===== config.mk =====
export PLATFORM = sky130hd
export DESIGN_NAME = dbm_channel
export DESIGN_NICKNAME = d
export VERILOG_FILES = /design/src/rtl/dbm_pkg.sv /design/src/rtl/dbm_channel.sv
export VERILOG_INCLUDE_DIRS = /design/src /design/src/rtl
export SDC_FILE = /design/constraint.sdc
export NUM_CORES = 1
export LEC_CHECK = 0
export BUFFER_PORTS_ARGS = -buffer_cell sky130_fd_sc_hd__buf_2
export CORE_MARGIN = 3
export CORE_UTILIZATION = 56
export CTS_CLUSTER_SIZE = 10
export DETAILED_ROUTE_END_ITERATION = 8
export HOLD_SLACK_MARGIN = 0.02
export PLACE_DENSITY = 0.77
export SLEW_MARGIN = 20
export SYNTH_ARGS = -nofsm -noshare
export SYNTH_HDL_FRONTEND = slang
export SYNTH_SLANG_ARGS = --single-unit

===== constraint.sdc =====
create_clock -name mclk -period 3.95 [get_ports mclk]
set_clock_uncertainty 0.2 [all_clocks]
set_input_delay 0.1975 -clock mclk [delete_from_list [all_inputs] [get_ports mclk]]
set_output_delay 0.1975 -clock mclk [all_outputs]
set_load 0.02 [all_outputs]

===== src/rtl/dbm_cfg.svh =====
`ifndef DBM_CFG_SVH
`define DBM_CFG_SVH
// Register byte offsets
`define DBM_OFS_CTRL 8'h00
`define DBM_OFS_LEN 8'h04
`define DBM_OFS_POLY 8'h08
`define DBM_OFS_SEED 8'h0C
`define DBM_OFS_OFFS 8'h10
`define DBM_OFS_DHI 8'h14
`define DBM_OFS_DLO 8'h18
`define DBM_OFS_STAT 8'h1C
// Control fields
`define DBM_CTRL_EN 0
`define DBM_CTRL_IRX 1
`define DBM_CTRL_ITX 2
`define DBM_CTRL_SS 3
`define DBM_CTRL_DIV 7:4
// Length fields: check length, word length minus eight
`define DBM_LEN_CHK 3:0
`define DBM_LEN_WRD 7:4
// Status fields
`define DBM_ST_RXNE 0
`define DBM_ST_TXNF 1
`define DBM_ST_TXE 2
`define DBM_ST_ERR 3
`define DBM_ST_PRX 4
`define DBM_ST_PTX 5
// Reset values
`define DBM_RST_DIV 4'h1
`define DBM_RST_CHK 4'h4
`define DBM_RST_POLY 8'h01
`define DBM_RST_SEED 8'h0A
// Timing
`define DBM_DIV_BASE 27
`define DBM_SS_DIV 33
`define DBM_SS_SCALE 512
`define DBM_THIRDS 3
`define DBM_GAP_THIRDS 8'h0C
`define DBM_CHK_MAX 4'h8
`endif


===== src/rtl/dbm_pkg.sv =====
package dbm_pkg;
  typedef enum logic [5:0] {
    ph_idle = 6'h01,
    ph_lead = 6'h02,
    ph_xfer = 6'h04,
    ph_rpush = 6'h08,
    ph_xpop = 6'h10,
    ph_spare = 6'h20
  } dbm_phase_e;

  // One received response with its check result
  typedef struct packed {
    logic err;
    logic [15:0] data;
  } dbm_rxe_s;
endpackage


===== src/rtl/dbm_channel.sv =====
`timescale 1ns/1ps
`include "dbm_cfg.svh"
// Functional notes
// - Unspread rate is clock over 27 times divider
// - Spread rate is clock/33 times (1+offset/512)
// - Check bits follow the last data bit
// - Length, polynomial, seed come from fields
// - Received check mismatch sets error flag
// - Default is 4-bit, x^4+1, pattern 1010
// - Silent bus gives zeros, checked as configured
// - Interrupt line only ever pulled low
// - Reset restores register defaults and halts bus
// - Channel selects spread or divided clock
// - Four received responses, oldest read first
// - Receive queue filling raises interrupt
// - Four transmit words sent in order
// - Transmit queue emptying raises interrupt
// - Bus driven only while channel enabled
// - Only data low access pops receive queue
// - Bit starts low, one third or two thirds
// - Each bit is three bit-clock cycles
module dbm_channel #(
  parameter int DEPTH = 4,
  parameter logic [7:0] GAP_THIRDS = `DBM_GAP_THIRDS
) (
  input wire logic mclk,
  input wire logic arst_n,
  input wire logic [7:0] wb_adr,
  input wire logic [31:0] wb_dat_w,
  output logic [31:0] wb_dat_r,
  input wire logic [3:0] wb_sel,
  input wire logic wb_we,
  input wire logic wb_cyc,
  input wire logic wb_stb,
  output logic wb_ack,
  output logic bus_frame_n,
  output logic bus_sig,
  input wire logic bus_ret,
  output logic bus_en,
  output logic irq_drive,
  output logic irq_oe
);
  localparam int PW = (DEPTH > 1) ? $clog2(DEPTH) : 1;
  localparam int CW = $clog2(DEPTH + 1);

  typedef struct packed {
    logic en;
    logic ie_rx;
    logic ie_tx;
    logic spread;
    logic [3:0] div;
    logic [3:0] clen;
    logic [3:0] wl8;
    logic [7:0] poly;
    logic [7:0] seed;
    logic [7:0] offs;
    logic [7:0] dhigh;
    logic [DEPTH-1:0][15:0] txq;
    logic [PW-1:0] tx_wp;
    logic [PW-1:0] tx_rp;
    logic [CW-1:0] tx_cnt;
    dbm_pkg::dbm_rxe_s [DEPTH-1:0] rxq;
    logic [PW-1:0] rx_wp;
    logic [PW-1:0] rx_rp;
    logic [CW-1:0] rx_cnt;
    logic [15:0] acc;
    dbm_pkg::dbm_phase_e phase;
    logic [1:0] third;
    logic [4:0] bitp;
    logic [15:0] shf;
    logic [7:0] tcrc;
    logic [7:0] rcrc;
    logic [15:0] rdat;
    logic rerr;
    logic [7:0] gap;
    logic frame_n;
    logic sig;
    logic bus_en;
    logic irq_rxp;
    logic irq_txp;
    logic irq_oe;
    logic irq_drive;
    logic ack;
    logic [31:0] rdata;
  } dbm_state_s;

  dbm_state_s st_r;
  dbm_state_s st_nxt;

  function automatic logic [PW-1:0] ptr_inc(input logic [PW-1:0] p);
    ptr_inc = (p == PW'(DEPTH - 1)) ? '0 : PW'(p + 1'b1);
  endfunction

  // A length of eight selects bit 7 through the 3-bit wrap
  function automatic logic crc_msb(input logic [7:0] c,
                                   input logic [3:0] len);
    crc_msb = (len == 4'h0) ? 1'b0 : c[len[2:0] - 3'h1];
  endfunction

  function automatic logic [7:0] crc_step(input logic [7:0] c,
                                          input logic b,
                                          input logic [7:0] poly,
                                          input logic [3:0] len);
    logic [7:0] mask;
    logic fb;
    mask = 8'((9'h001 << len) - 9'h001);
    fb = b ^ crc_msb(c, len);
    crc_step = ((c << 1) ^ (fb ? poly : 8'h00)) & mask;
  endfunction

  function automatic logic [3:0] clamp8(input logic [3:0] v);
    clamp8 = (v > `DBM_CHK_MAX) ? `DBM_CHK_MAX : v;
  endfunction

  always_comb begin
    logic hit;
    logic wr;
    logic abort;
    logic tick;
    logic cur;
    logic push;
    logic pop;
    logic txpush;
    logic rxpop;
    logic [15:0] lim;
    dbm_pkg::dbm_rxe_s head;
    st_nxt = st_r;
    hit = wb_cyc & wb_stb & ~st_r.ack;
    wr = hit & wb_we & wb_sel[0];
    abort = 1'b0;
    tick = 1'b0;
    push = 1'b0;
    pop = 1'b0;
    txpush = 1'b0;
    rxpop = 1'b0;
    cur = 1'b0;
    lim = 16'h0000;
    head = st_r.rxq[st_r.rx_rp];
    st_nxt.ack = hit;
    st_nxt.rdata = 32'h0000_0000;

    // Register decode; control, length, polynomial and seed writes abort a frame in flight
    if (wb_adr == `DBM_OFS_CTRL) begin
      st_nxt.rdata[`DBM_CTRL_EN] = st_r.en;
      st_nxt.rdata[`DBM_CTRL_IRX] = st_r.ie_rx;
      st_nxt.rdata[`DBM_CTRL_ITX] = st_r.ie_tx;
      st_nxt.rdata[`DBM_CTRL_SS] = st_r.spread;
      st_nxt.rdata[`DBM_CTRL_DIV] = st_r.div;
      if (wr) begin
        st_nxt.en = wb_dat_w[`DBM_CTRL_EN];
        st_nxt.ie_rx = wb_dat_w[`DBM_CTRL_IRX];
        st_nxt.ie_tx = wb_dat_w[`DBM_CTRL_ITX];
        st_nxt.spread = wb_dat_w[`DBM_CTRL_SS];
        st_nxt.div = wb_dat_w[`DBM_CTRL_DIV];
        abort = 1'b1;
      end
    end else if (wb_adr == `DBM_OFS_LEN) begin
      st_nxt.rdata[`DBM_LEN_CHK] = st_r.clen;
      st_nxt.rdata[`DBM_LEN_WRD] = st_r.wl8;
      if (wr) begin
        st_nxt.clen = clamp8(wb_dat_w[`DBM_LEN_CHK]);
        st_nxt.wl8 = clamp8(wb_dat_w[`DBM_LEN_WRD]);
        abort = 1'b1;
      end
    end else if (wb_adr == `DBM_OFS_POLY) begin
      st_nxt.rdata[7:0] = st_r.poly;
      if (wr) begin
        st_nxt.poly = wb_dat_w[7:0];
        abort = 1'b1;
      end
    end else if (wb_adr == `DBM_OFS_SEED) begin
      st_nxt.rdata[7:0] = st_r.seed;
      if (wr) begin
        st_nxt.seed = wb_dat_w[7:0];
        abort = 1'b1;
      end
    end else if (wb_adr == `DBM_OFS_OFFS) begin
      st_nxt.rdata[7:0] = st_r.offs;
      if (wr) begin
        st_nxt.offs = wb_dat_w[7:0];
      end
    end else if (wb_adr == `DBM_OFS_DHI) begin
      st_nxt.rdata[7:0] = head.data[15:8];
      if (wr) begin
        st_nxt.dhigh = wb_dat_w[7:0];
      end
    end else if (wb_adr == `DBM_OFS_DLO) begin
      st_nxt.rdata[7:0] = head.data[7:0];
      rxpop = hit && (st_r.rx_cnt != '0);
      if (wr && (st_r.tx_cnt < CW'(DEPTH))) begin
        txpush = 1'b1;
        st_nxt.txq[st_r.tx_wp] = {st_r.dhigh, wb_dat_w[7:0]};
        st_nxt.tx_wp = ptr_inc(st_r.tx_wp);
      end
    end else if (wb_adr == `DBM_OFS_STAT) begin
      st_nxt.rdata[`DBM_ST_RXNE] = (st_r.rx_cnt != '0);
      st_nxt.rdata[`DBM_ST_TXNF] = (st_r.tx_cnt < CW'(DEPTH));
      st_nxt.rdata[`DBM_ST_TXE] = (st_r.tx_cnt == '0);
      st_nxt.rdata[`DBM_ST_ERR] = head.err;
      st_nxt.rdata[`DBM_ST_PRX] = st_r.irq_rxp;
      st_nxt.rdata[`DBM_ST_PTX] = st_r.irq_txp;
      if (hit) begin
        st_nxt.irq_rxp = 1'b0;
        st_nxt.irq_txp = 1'b0;
      end
    end

    if (rxpop) begin
      st_nxt.rx_rp = ptr_inc(st_r.rx_rp);
    end

    // Third-of-bit tick; spread mode averages a fractional period
    if (st_r.spread) begin
      lim = 16'(`DBM_SS_DIV / `DBM_THIRDS * `DBM_SS_SCALE);
      st_nxt.acc = st_r.acc + 16'(`DBM_SS_SCALE) + {8'h00, st_r.offs};
      if (st_nxt.acc >= lim) begin
        tick = 1'b1;
        st_nxt.acc = st_nxt.acc - lim;
      end
    end else begin
      lim = 16'(`DBM_DIV_BASE / `DBM_THIRDS)
          * {12'h000, (st_r.div == 4'h0) ? 4'h1 : st_r.div};
      st_nxt.acc = st_r.acc + 16'h0001;
      if (st_nxt.acc >= lim) begin
        tick = 1'b1;
        st_nxt.acc = 16'h0000;
      end
    end

    cur = (st_r.bitp > {1'b0, st_r.clen}) ? st_r.shf[15]
        : crc_msb(st_r.tcrc, st_r.clen);

    case (st_r.phase)
      dbm_pkg::ph_idle: begin
        if (tick && (st_r.gap != 8'h00)) begin
          st_nxt.gap = st_r.gap - 8'h01;
        end
        // A config write in this cycle would start a whole frame on the old settings, unseen by the abort
        if (tick && st_r.en && !abort && (st_r.tx_cnt != '0)
            && (st_r.gap == 8'h00)) begin
          st_nxt.phase = dbm_pkg::ph_lead;
          st_nxt.frame_n = 1'b0;
          st_nxt.third = 2'h0;
          st_nxt.bitp = 5'(st_r.wl8) + 5'h08 + 5'(st_r.clen);
          st_nxt.shf = st_r.txq[st_r.tx_rp] << (4'h8 - st_r.wl8);
          st_nxt.tcrc = st_r.seed;
          st_nxt.rcrc = st_r.seed;
          st_nxt.rdat = 16'h0000;
          st_nxt.rerr = 1'b0;
        end
      end
      dbm_pkg::ph_lead: begin
        if (tick) begin
          st_nxt.third = st_r.third + 2'h1;
          if (st_r.third == 2'h2) begin
            st_nxt.phase = dbm_pkg::ph_xfer;
            st_nxt.third = 2'h0;
            st_nxt.sig = 1'b0;
          end
        end
      end
      dbm_pkg::ph_xfer: begin
        if (tick) begin
          st_nxt.third = st_r.third + 2'h1;
          if (st_r.third == 2'h0) begin
            st_nxt.sig = cur;
          end else if (st_r.third == 2'h1) begin
            st_nxt.sig = 1'b1;
          end else begin
            if (st_r.bitp > {1'b0, st_r.clen}) begin
              st_nxt.shf = st_r.shf << 1;
              st_nxt.tcrc = crc_step(st_r.tcrc, st_r.shf[15],
                                     st_r.poly, st_r.clen);
              st_nxt.rcrc = crc_step(st_r.rcrc, bus_ret,
                                     st_r.poly, st_r.clen);
              st_nxt.rdat = {st_r.rdat[14:0], bus_ret};
            end else begin
              st_nxt.tcrc = st_r.tcrc << 1;
              st_nxt.rcrc = st_r.rcrc << 1;
              if (bus_ret != crc_msb(st_r.rcrc, st_r.clen)) begin
                st_nxt.rerr = 1'b1;
              end
            end
            st_nxt.bitp = st_r.bitp - 5'h01;
            st_nxt.third = 2'h0;
            st_nxt.sig = 1'b0;
            if (st_r.bitp == 5'h01) begin
              st_nxt.phase = dbm_pkg::ph_rpush;
              st_nxt.frame_n = 1'b1;
              st_nxt.sig = 1'b1;
              st_nxt.gap = GAP_THIRDS;
            end
          end
        end
      end
      dbm_pkg::ph_rpush: begin
        // Error flag is final here, before any pointer moves
        push = (st_r.rx_cnt < CW'(DEPTH)) || rxpop;
        if (push) begin
          st_nxt.rxq[st_r.rx_wp] = '{err: st_r.rerr && (st_r.clen != 4'h0),
                                     data: st_r.rdat};
          st_nxt.rx_wp = ptr_inc(st_r.rx_wp);
        end
        st_nxt.phase = dbm_pkg::ph_xpop;
      end
      dbm_pkg::ph_xpop: begin
        pop = 1'b1;
        st_nxt.tx_rp = ptr_inc(st_r.tx_rp);
        st_nxt.phase = dbm_pkg::ph_idle;
      end
      default: begin
        st_nxt.phase = dbm_pkg::ph_idle;
      end
    endcase

    if ((abort || !st_r.en) && ((st_r.phase == dbm_pkg::ph_lead)
        || (st_r.phase == dbm_pkg::ph_xfer))) begin
      st_nxt.phase = dbm_pkg::ph_idle;
      st_nxt.frame_n = 1'b1;
      st_nxt.sig = 1'b1;
    end

    st_nxt.rx_cnt = st_r.rx_cnt + CW'(push) - CW'(rxpop);
    st_nxt.tx_cnt = st_r.tx_cnt + CW'(txpush) - CW'(pop);
    // Set wins over a status read in the same cycle
    if (push && (st_r.rx_cnt == '0 || (st_r.rx_cnt == CW'(1) && rxpop))) begin
      st_nxt.irq_rxp = 1'b1;
    end
    if (pop && (st_r.tx_cnt == CW'(1)) && !txpush) begin
      st_nxt.irq_txp = 1'b1;
    end
    st_nxt.irq_oe = (st_nxt.irq_rxp & st_nxt.ie_rx)
                  | (st_nxt.irq_txp & st_nxt.ie_tx);
    st_nxt.irq_drive = 1'b0;
    st_nxt.bus_en = st_nxt.en;
  end

  always_ff @(posedge mclk or negedge arst_n) begin
    if (!arst_n) begin
      st_r <= '0;
      st_r.div <= `DBM_RST_DIV;
      st_r.clen <= `DBM_RST_CHK;
      st_r.poly <= `DBM_RST_POLY;
      st_r.seed <= `DBM_RST_SEED;
      st_r.phase <= dbm_pkg::ph_idle;
      st_r.frame_n <= 1'b1;
      st_r.sig <= 1'b1;
    end else begin
      st_r <= st_nxt;
    end
  end

  assign wb_ack = st_r.ack;
  assign wb_dat_r = st_r.rdata;
  assign bus_frame_n = st_r.frame_n;
  assign bus_sig = st_r.sig;
  assign bus_en = st_r.bus_en;
  assign irq_drive = st_r.irq_drive;
  assign irq_oe = st_r.irq_oe;
endmodule // dbm_channel


==> results of run 1 <==
## worst reg2reg max path, cell delays in order, from the launching register on
cell       delay, ps
dfrtp_1          340
nor3_1            50
or2_2            300
ha_1             190
ha_1             190
ha_2             190
xnor2_1          120
ha_1             310
a21o_1           190
a211oi_2         210
nand3_1          140
a2111oi_4        200
buf_4            160
nand2_1          100
o211ai_1         130
buf_4            190
clkbuf_16        160
mux2_2           340
## per-layer routing
metal | vias up | share of wire [%] | track usage, %
met4 | 0 | 3.7 | 10.1
met3 | 104 | 6.4 | 4.19
met1 | 6053 | 41 | 34.4
met2 | 471 | 48 | 42.1
met5 | - | 0 | 0
li1 | 5484 | - | -
## cell type report
class / count / share of cell area, %
multi-input cells: 1058 / 46.4
repair buffers: 95 / 4.14
flip-flops and latches: 293 / 40.1
clock inverters: 5 / 0.334
well taps: 384 / 2.62
inverters: 49 / 1.00
clock buffers: 52 / 5.47
## sequential cells by signal, indices dropped and copies added, names as in the netlist
register and flops:
bus_en 1, bus_frame_n 1, irq_oe 1, st_r 280, bus_sig 1, wb_ack 1
wb_dat_r 8
## cells in the final DEF, fill, tap and decap left out, types with 5 or more instances in the layout
| master | synthesis | final |
|---|---|---|
| a211oi_1 | 9 | 8 |
| a21o_1 | 9 | 9 |
| a21oi_1 | 40 | 40 |
| a22o_1 | 16 | 16 |
| a31oi_1 | 15 | 15 |
| and3_1 | 12 | 12 |
| buf_12 | 0 | 5 |
| buf_2 | 11 | 34 |
| buf_4 | 39 | 38 |
| clkbuf_1 | 58 | 13 |
| clkbuf_16 | 0 | 38 |
| conb_1 | 1 | 25 |
| dfrtp_1 | 285 | 285 |
| dfstp_2 | 8 | 8 |
| dlygate4sd3_1 | 0 | 14 |
| ha_1 | 57 | 56 |
| inv_1 | 46 | 45 |
| mux2_2 | 184 | 184 |
| mux2_4 | 12 | 12 |
| mux2i_1 | 29 | 29 |
| mux4_2 | 39 | 39 |
| nand2_1 | 137 | 137 |
| nand2b_1 | 20 | 20 |
| nand3_1 | 31 | 29 |
| nand3b_1 | 6 | 6 |
| nand4_1 | 11 | 11 |
| nor2_1 | 65 | 65 |
| nor3_1 | 31 | 31 |
| nor3b_1 | 5 | 5 |
| nor4_1 | 5 | 5 |
| o211ai_1 | 8 | 8 |
| o21ai_0 | 105 | 105 |
| o22ai_1 | 12 | 12 |
| o31ai_1 | 22 | 22 |
| or2_2 | 7 | 7 |
| or3_1 | 8 | 7 |
| xnor2_1 | 38 | 38 |
| xor2_1 | 8 | 8 |
## timing repair
action | CTS | global route
hold endpoints to repair | 326 | 0
setup endpoints to repair | 31 | 66
resized for setup | 3 | 15
buffers inserted | 0 | 2
hold buffers | 14 | 0
gates cloned | 0 | 2
pin swaps | 0 | 5
## where the power goes
part	internal, mW	switching (mW)
sequential	3.04	0.0377
combinational	0.253	0.460
clock	1.82	1.21
total	5.11	1.71
## worst min path at each step
stage                start  slack, ps  depth (start not counted)   endpoint
floorplan           arst_n       -300                          0     bus_en
global placement    arst_n         -3                          1  st_r[121]
detailed placement  arst_n          4                          1  st_r[121]
CTS                 arst_n         50                          2  st_r[121]
global route        arst_n         60                          2  st_r[121]
finish              arst_n         10                          2  st_r[121]
## logic make-up (layout without fill, tap and decap cells)
| group | after synthesis | after routing | synth area share (%) |
|---|---|---|---|
| xor gates and xnor gates | 46 | 46 | 2.44 |
| buffers and inverters | 172 | 201 | 5.06 |
| and+or+nand+nor | 368 | 368 | 10.8 |
| DFF | 293 | 293 | 44.4 |
| muxes | 267 | 267 | 20.9 |
| other | 1 | 25 | 0.0227 |
| AOI/OAI and AO/OA | 291 | 291 | 11.5 |
| adders and majority gates | 61 | 61 | 4.80 |
## stage by stage
step / TNS, ps / power, mW / hold WS (ps) / area [um2]
after floorplan: 0 / 3.52 / -298 / 16600
after global placement: 0 / 3.74 / -3.15 / 17000
after detailed placement: -118 / 3.78 / 4.21 / 17000
after CTS: 0 / 6.84 / 54.9 / 18200
after global routing: -285 / 7.07 / 63.7 / 18300
final: 0 / 6.82 / 13.9 / 18300
==> flow_metrics.py, run 1 <==
metrics = {
    "yosys": {
        "yosys.area.top_type": "dfrtp_1",
        "netlist-cell-type-count": 84,
        "syn_area_mm2": 0.0165,
        "yosysWarningCount": 0,
        "yosysMostFrequentCell": "dfrtp_1",
        "synthCells": 1499,
        "synth-seq-cells": 293,
        "yosysTopAreaCellShare_pct": 43.2,
        "syn_area_per_cell_um2": 11.0,
        "async_reset_ff_share_pct": 100,
        "synth_edf_count": 0,
        "synth_common_cells": "dfrtp_1 (285), mux2_2 (184), nand2_1 (137), o21ai_0 (105), nor2_1 (65)",
        "synth_flop_cell": "dfrtp_1",
        "synthTopCellsByArea": "dfrtp_1 (43%), mux2_2 (13%), mux4_2 (5.3%)",
        "ys_seq_area_share_pct": 44.4,
    },
    "power_and_ir_drop": {
        "leakage_nw": 8.63,
        "peakVddDrop_v": 0.000360,
        "p_per_area_mw_per_mm2": 372,
    },
    "clocking": {
        "htreeDepth": 2,
        "cts_root_buf": "clkbuf_16",
        "cts_sinks": 293,
        "clk_latency_ps": 530,
        "clk_pin_slew_ps": 60,
        "clockBufferDepth": 3,
        "cts_buffers": 37,
        "cts_tree": "yes",
    },
    "setup_path": {
        "path_common_cell": "ha_1",
        "crit_end": "st_r[65]",
        "worst-path-buf-inv": 3,
        "path_delay_family": "adder cells",
        "slowest_stage": "dfrtp_1",
        "reg2reg_setup_slack_ps": 120,
        "start_kind": "flip-flop",
        "worstPathRequired_ps": 4160,
        "worstPathMaxFanout": 5,
        "worstSetupPathDepth": 17,
        "crit_start": "st_r[315]",
        "critPathKind": "flip-flop to flip-flop",
        "critical_path.max_stage_delay_ps": 340,
        "reg2regPathDepth": 17,
        "timing.rr.end": "st_r[65]",
        "crit_arrival_ps": 4040,
        "path_cells": "nor3_1 > or2_2 > ha_1 > ha_1 > ha_2 > xnor2_1 > ha_1 > a21o_1 > a211oi_2 > nand3_1 > a2111oi_4 > buf_4 > nand2_1 > o211ai_1 > buf_4 > clkbuf_16 > mux2_2",
        "end_kind": "flip-flop",
        "rr_startpoint": "st_r[315]",
    },
    "final_layout": {
        "layout.cells.non_filler": 1936,
        "nNetsFinal": 1645,
        "regArea_mm2": 0.00734,
        "antennaDiodeCount": 0,
        "multiInputGateArea_mm2": 0.00850,
        "drive_gt1_share_pct": 26.0,
        "post-route-util_pct": 63.5,
        "fillers": 2230,
        "area_growth_pct": 11.0,
    },
    "drt": {
        "num_vias": 12100,
        "drtPass1Iterations": 6,
        "routed_via_density": 6.26,
        "drc": 0,
        "antenna_left": 0,
        "wirelength_um": 40200,
        "routedWlPerCell_um": 20.8,
        "drt_iter0_drc": 1324,
    },
    "grt": {
        "grt-ovfl-total": 0,
        "grt_max_degree": 88,
        "grtUsageTotal_pct": 25.7,
        "antenna_found_initial": 1,
        "grt_pass1_vias": 12200,
        "grt_pass1_wl_um": 64600,
    },
    "floorplanning": {
        "design.portCount": 88,
        "die_y_um": 178,
        "num_rows": 62,
        "die_w_um": 178,
        "fp.coreArea_mm2": 0.0289,
        "dieArea_mm2": 0.0316,
        "start_util_pct": 57.2,
    },
    "placed_design": {
        "place_inst": 1861,
        "gp_congestion": 0.939,
        "dp_hpwl_um": 27600,
        "post-place-ws_ps": -38.9,
        "portBuffers": 35,
    },
    "sta": {
        "slew_headroom_pct": 36.6,
        "finalSetupViolCount": 0,
        "hold_violations": 0,
        "period_minus_slack_ps": 3830,
        "finalMaxSlewViolations": 0,
        "fin_crit_sh_pct": 96.9,
        "layout_setup_ws_ps": 121,
        "max_freq_mhz": 261,
        "tightest_slew_ps": 948,
    },
    "min_path": {
        "worstHoldPathType": "primary input to async pin",
    },
    "run_status": {
        "status": "finished, final reports clean",
    },
    "run": {
        "maxCapViolations": 0,
    },
}
Power figures use the tool's default switching activity.
==> inputs of run 2 (changes only) <==
Settings changed: BUFFER_PORTS_ARGS -buffer_cell sky130_fd_sc_hd__buf_2 to -buffer_cell sky130_fd_sc_hd__clkbuf_2, SETUP_SLACK_MARGIN from default to 0.2.
==> run 2 against run 1 <==
Against the previous run:
- core utilization is essentially flat
- combinational power up 4.8%
- power increased by 0.22%
==> flow_metrics.py, run 2 (same netlist as run 1, synthesis figures left out) <==
metrics = {
    "run_status": {
        "status": "finished, final reports clean",
    },
    "drt": {
        "antenna_left": 0,
        "drc": 0,
        "num_vias": 12200,
        "wirelength_um": 41400,
        "drt_iter0_drc": 1265,
        "drtPass1Iterations": 6,
        "routedWlPerCell_um": 21.5,
        "routed_via_density": 6.31,
    },
    "floorplanning": {
        "dieArea_mm2": 0.0316,
        "design.portCount": 88,
        "die_w_um": 178,
        "start_util_pct": 57.2,
        "fp.coreArea_mm2": 0.0289,
        "num_rows": 62,
        "die_y_um": 178,
    },
    "placed_design": {
        "dp_hpwl_um": 27700,
        "portBuffers": 35,
        "place_area_mm2": 0.0170,
        "place_inst": 1858,
        "gp_congestion": 0.925,
    },
    "sta": {
        "rsz0062_at_grt": "true",
        "period_minus_slack_ps": 3680,
        "slew_headroom_pct": 39.3,
        "tightest_slew_ps": 910,
        "fin_crit_sh_pct": 93.2,
        "finalSetupViolCount": 0,
        "max_freq_mhz": 272,
        "hold_violations": 0,
        "finalMaxSlewViolations": 0,
        "finalSetupTns_ps": 0,
    },
    "clocking": {
        "clockBufferDepth": 3,
        "cts_buffers": 36,
        "clk_latency_ps": 530,
        "cts_sinks": 293,
        "clk_pin_slew_ps": 60,
        "cts_root_buf": "clkbuf_16",
        "htreeDepth": 2,
        "cts_tree": "yes",
    },
    "setup_path": {
        "path_delay_family": "simple AND/OR/NAND/NOR gates",
        "path_cells": "ha_1 > a211oi_1 > o22ai_1 > or3_4 > and2_1 > o22ai_2 > and3_4 > or3_4 > buf_12 > mux2_2",
        "timing.rr.end": "st_r[82]",
        "reg2regPathDepth": 10,
        "path_common_cell": "or3_4",
        "slowest_stage": "dfrtp_1",
        "end_kind": "flip-flop",
        "reg2reg_setup_slack_ps": 270,
        "worst-path-buf-inv": 1,
        "start_kind": "flip-flop",
        "rr_startpoint": "st_r[116]",
        "worstPathRequired_ps": 4150,
        "critical_path.max_stage_delay_ps": 450,
        "critPathKind": "flip-flop to flip-flop",
        "crit_arrival_ps": 3890,
        "worstPathMaxFanout": 9,
    },
    "power_and_ir_drop": {
        "internal-power_mw": 5.08,
        "share_seq_of_total_power_pct": 45.0,
        "clkPwrFrac_pct": 44.1,
        "switchingPower_mw": 1.75,
        "leakage_nw": 8.65,
        "peakVddDrop_v": 0.000344,
        "power_mw": 6.83,
        "p_per_area_mw_per_mm2": 373,
        "pwr-share-comb_pct": 10.9,
        "switching_share_pct": 25.6,
    },
    "final_layout": {
        "layout.cells.non_filler": 1932,
        "final_common_cell": "dfrtp_1",
        "largest_reg_flops": 280,
        "final_cell_mix": "dfrtp_1 (284), mux2_2 (184), nand2_1 (137), o21ai_0 (104), nor2_1 (64)",
        "area_growth_pct": 11.0,
        "nNetsFinal": 1642,
        "top_register": "st_r",
        "drive_gt1_share_pct": 26.8,
        "final_cell_area_mm2": 0.0183,
    },
    "grt": {
        "grt_max_degree": 111,
        "antenna_found_initial": 0,
        "grtUsageTotal_pct": 26.4,
        "grt_pass1_wl_um": 66100,
        "grt-ovfl-total": 0,
        "grt_pass1_vias": 12200,
    },
    "min_path": {
        "worstHoldPathType": "primary input to flip-flop",
        "hold_end": "st_r[129]",
        "hp-start": "wb_adr[2]",
        "min_delay_path_depth": 3,
    },
    "run": {
        "maxCapViolations": 0,
    },
}
run 2: changes by cell type in the layout (fill, tap and decap cells not counted), moves of 2 or more:
cell           previous run  this run
xnor2_2                   0         2
clkbuf_1                 13         9
clkbuf_8                  2         4
xnor2_1                  38        36
dlygate4sd3_1            14        10
buf_2                    34         0
nor4_2                    0         2
clkbuf_2                  0        34
nor4_4                    2         0
run 2: layout make-up:
type	count	area [um2]
well taps	384	480
repair buffers	93	749
clock inverters	4	27.5
multi-input cells	1058	8540
diodes	1	2.50
fillers	2224	10500
inverters	49	184
flip-flops and latches	293	7340
clock buffers	50	1010
run 2: worst register-to-register path: stages, from the launching register on:
cell	delay, ps
dfrtp_1	450
ha_1	450
a211oi_1	290
o22ai_1	140
or3_4	420
and2_1	210
o22ai_2	360
and3_4	360
or3_4	200
buf_12	150
mux2_2	340
run 2: worst max path at each step:
| stage | slack, ps | end | depth (start not counted) | startpoint |
|---|---|---|---|---|
| detailed placement | -20 | st_r[55] | 16 | st_r[313] |
| global route | 170 | st_r[82] | 16 | st_r[315] |
| CTS | 200 | st_r[100] | 14 | st_r[312] |
| finish | 270 | st_r[82] | 10 | st_r[116] |
| floorplan | 210 | st_r[100] | 15 | st_r[315] |
| global placement | 50 | st_r[55] | 16 | st_r[313] |
run 2: what timing repair did:
item | 4_1_cts | 5_1_grt
pin swaps | 6 | 3
hold endpoints to repair | 141 | 0
buffers inserted | 4 | 3
gates resized for setup | 12 | 16
hold buffers | 10 | 0
gates cloned | 1 | 1
setup endpoints to repair | 61 | 60
run 2: per-stage QoR:
stage	worst slack (ps)	hold WS, ps	util, %
2_1_floorplan	206	-298	-
3_3_place_gp	53.7	129	58.8
3_5_place_dp	-22.3	136	58.8
4_1_cts	201	21.2	63.2
5_1_grt	174	40.7	63.5
6_report	267	37.0	63.5
run 2: routing by layer:
| layer | part of all wire, % | track usage [%] | wire, um |
|---|---|---|---|
| met1 | 43 | 36.3 | 17600 |
| met2 | 47 | 42.5 | 19500 |
| met3 | 6.5 | 4.13 | 2690 |
| met4 | 3.9 | 10.2 | 1600 |
| met5 | 0 | 0 | 0 |
run 2: power groups by stage:
stage               Clock, mW  Sequential [mW]  Combinational, mW
global placement            0             3.12              0.618
global route             3.16             3.08              0.813
CTS                      3.05             3.07              0.711
detailed placement          0             3.12              0.640
floorplan                   0             3.11              0.413
finish                   3.01             3.07              0.747
==> inputs of run 3 (changes only) <==
Settings changed: ABC_AREA from default to 1.
==> run 3 against run 2 <==
Against the previous run:
- critical path depth is 11 higher
- first-iteration DRC count increased by 36%
- largest cell class unchanged
- synthesized area up 0.60%
- flip-flop and latch count stayed put
- highest routed layer is now met5
- final cell count grew 32%
- routed wire length increased by 5.6%
- global-route usage rose by 1.0 points
- design area rose by 0.11%
- clock power increased by 3%
- sequential power rose by 7.2%
- sequential share of layout area is 0.050 points lower
- via count grew 21%
==> flow_metrics.py, run 3 <==
metrics = {
    "yosys": {
        "syn_area_per_cell_um2": 7.84,
        "yosysMostFrequentCell": "nand2_1",
        "netlist-cell-type-count": 63,
        "yosys.area.top_type": "dfrtp_1",
        "synth_edf_count": 0,
        "syn_area_mm2": 0.0166,
        "async_reset_ff_share_pct": 100,
        "synth_common_cells": "nand2_1 (567), dfrtp_1 (285), o21ai_0 (268), inv_1 (231), nand3_1 (141)",
        "synthCells": 2119,
        "synth-seq-cells": 293,
        "ys_seq_area_share_pct": 44.2,
        "yosysWarningCount": 0,
        "synthTopCellsByArea": "dfrtp_1 (43%), nand2_1 (13%), o21ai_0 (8.1%)",
        "synth_flop_cell": "dfrtp_1",
        "yosysTopAreaCellShare_pct": 42.9,
    },
    "placed_design": {
        "post-place-ws_ps": 269,
        "dp_hpwl_um": 29800,
        "portBuffers": 35,
        "gp_congestion": 0.939,
    },
    "floorplanning": {
        "die_w_um": 178,
        "design.portCount": 88,
        "num_rows": 62,
        "dieArea_mm2": 0.0318,
        "fp.coreArea_mm2": 0.0290,
        "start_util_pct": 57.3,
        "die_y_um": 178,
    },
    "final_layout": {
        "largest_reg_flops": 280,
        "area_growth_pct": 10.5,
        "final_common_cell": "nand2_1",
        "top_register": "st_r",
        "drive_gt1_share_pct": 9.91,
        "nNetsFinal": 2267,
        "final_cell_mix": "nand2_1 (566), dfrtp_1 (285), o21ai_0 (268), inv_1 (231), nand3_1 (140)",
        "antennaDiodeCount": 0,
        "fillers": 2480,
    },
    "clocking": {
        "clockBufferDepth": 3,
        "clk_pin_slew_ps": 60,
        "htreeDepth": 2,
        "cts_root_buf": "clkbuf_16",
        "cts_tree": "yes",
        "cts_sinks": 293,
        "clk_latency_ps": 520,
        "cts_buffers": 36,
    },
    "sta": {
        "rsz0062_at_grt": "false",
        "fin_crit_sh_pct": 88.8,
        "tightest_slew_ps": 1010,
        "finalMaxSlewViolations": 0,
        "slew_headroom_pct": 31.9,
        "finalSetupTns_ps": 0,
        "layout_setup_ws_ps": 441,
        "period_minus_slack_ps": 3510,
        "finalSetupViolCount": 0,
        "hold_violations": 0,
        "max_freq_mhz": 285,
    },
    "drt": {
        "routed_via_density": 5.77,
        "drt_iter0_drc": 1717,
        "drtPass1Iterations": 8,
        "drc": 0,
        "routedWlPerCell_um": 17.1,
        "antenna_left": 0,
        "num_vias": 14700,
        "wirelength_um": 43800,
    },
    "power_and_ir_drop": {
        "share_seq_of_total_power_pct": 40.7,
        "peakVddDrop_v": 0.000311,
        "power_mw": 8.07,
        "switchingPower_mw": 2.54,
        "switching_share_pct": 31.5,
        "p_per_area_mw_per_mm2": 440,
        "internal-power_mw": 5.53,
        "pwr-share-comb_pct": 20.9,
        "leakage_nw": 9.05,
        "clkPwrFrac_pct": 38.4,
    },
    "setup_path": {
        "slowest_stage": "dfrtp_1",
        "rr_startpoint": "st_r[111]",
        "worst-path-buf-inv": 3,
        "timing.rr.end": "st_r[71]",
        "end_kind": "flip-flop",
        "critPathKind": "flip-flop to flip-flop",
        "worstPathMaxFanout": 21,
        "reg2regPathDepth": 21,
        "path_delay_family": "simple AND/OR/NAND/NOR gates",
        "worstPathRequired_ps": 4170,
        "start_kind": "flip-flop",
        "crit_start": "st_r[111]",
        "crit_arrival_ps": 3730,
        "reg2reg_setup_slack_ps": 440,
        "critical_path.max_stage_delay_ps": 420,
        "path_cells": "ha_1 > nand2_1 > nor2_4 > nand2_1 > nor2_4 > xor2_1 > inv_1 > ha_1 > a211o_1 > nand3b_1 > nor2_1 > nand3_1 > nor2_1 > nand2_2 > nand2_2 > nand2_2 > nand2_8 > inv_2 > buf_4 > nand3_1 > nand2_1",
    },
    "grt": {
        "antenna_found_initial": 2,
        "grt-ovfl-total": 0,
        "grt_pass1_vias": 13700,
        "grtUsageTotal_pct": 27.4,
        "grt_pass1_wl_um": 70100,
        "grt_max_degree": 134,
    },
    "min_path": {
        "hp-start": "wb_dat_w[3]",
        "worstHoldPathType": "primary input to flip-flop",
        "hold_end": "st_r[275]",
        "min_delay_path_depth": 3,
    },
    "run_status": {
        "status": "finished, final reports clean",
    },
    "run": {
        "maxCapViolations": 0,
    },
}
run 3: changes by cell type in the layout (fill, tap and decap cells not counted), sizes merged, moves of 50 or more:
| cell | change |
|---|---|
| nand2 | +436 |
| inv | +188 |
| o21ai | +174 |
| mux2 | -161 |
| nand3 | +114 |
| nor2 | +50 |
run 3: power by group through the flow:
| stage | Clock (mW) | Sequential (mW) | Combinational [mW] |
|---|---|---|---|
| final | 3.10 | 3.29 | 1.69 |
| after floorplan | 0 | 3.29 | 1.22 |
| after CTS | 3.15 | 3.28 | 1.54 |
| after global routing | 3.29 | 3.30 | 1.90 |
| after global placement | 0 | 3.32 | 1.48 |
| after detailed placement | 0 | 3.33 | 1.53 |
run 3: per-stage QoR:
step | cells | util [%] | cell area [um2] | hold slack, ps
final | 2554 | 63.3 | 18400 | 41.0
after global placement | 2485 | 58.8 | 17000 | 179
after floorplan | 2143 | - | 16700 | -298
after detailed placement | 2485 | 58.8 | 17000 | 189
after CTS | 2547 | 62.8 | 18200 | 35.8
after global routing | 2554 | 63.3 | 18400 | 66.5
run 3: area by class of cell:
| cell class | count | area [um2] | area share (%) |
|---|---|---|---|
| Multi-Input combinational cell | 1491 | 7860 | 42.8 |
| Sequential cell | 293 | 7340 | 40.0 |
| Clock buffer | 49 | 1010 | 5.51 |
| Inverter | 242 | 913 | 4.98 |
| Timing Repair Buffer | 92 | 686 | 3.74 |
| Tap cell | 384 | 480 | 2.62 |
| Clock inverter | 3 | 70.1 | 0.382 |
run 3: worst max-delay path by stage:
| stage | to | slack [ps] | cells after the start |
|---|---|---|---|
| 2_1_floorplan | st_r[72] | 770 | 18 |
| 3_3_place_gp | st_r[67] | 390 | 18 |
| 3_5_place_dp | st_r[53] | 270 | 19 |
| 4_1_cts | st_r[73] | 260 | 18 |
| 5_1_grt | st_r[78] | 200 | 19 |
| 6_report | st_r[71] | 440 | 21 |
run 3: cells by family (layout without fill, tap and decap cells):
| logic type | Yosys count | after routing | synth area share, % |
|---|---|---|---|
| AOI/OAI and AO/OA | 448 | 448 | 14.8 |
| muxes | 39 | 39 | 2.64 |
| DFF | 293 | 293 | 44.2 |
| buffers and inverters | 360 | 386 | 9.45 |
| xor gates and xnor gates | 27 | 27 | 1.42 |
| and+or+nand+nor | 890 | 891 | 22.7 |
| adders and majority gates | 61 | 61 | 4.77 |
| other | 1 | 25 | 0.0226 |
run 3: worst register-to-register path: cells and delay by family (launching register included):
family | cells | cell delay [ps]
XOR/XNOR | 1 | 180
flip-flops | 1 | 420
adder cells (fa/ha/maj) | 2 | 410
buffers and inverters | 3 | 330
AND/OR/NAND/NOR | 14 | 1620
AO/OA/AOI/OAI | 1 | 250
run 3: timing repair:
action                                  CTS  global route
buffers inserted                          0             4
resized for setup                         0             7
endpoints found under the hold margin   165            29
endpoints found under the setup margin    0            53
hold buffers                             10             1
run 3: metal layers:
| metal | track usage [%] | part of all wire [%] |
|---|---|---|
| met1 | 38.8 | 44 |
| met5 | 0 | 0.037 |
| met3 | 4.90 | 8.1 |
| met4 | 7.34 | 2.5 |
| met2 | 43.9 | 46 |
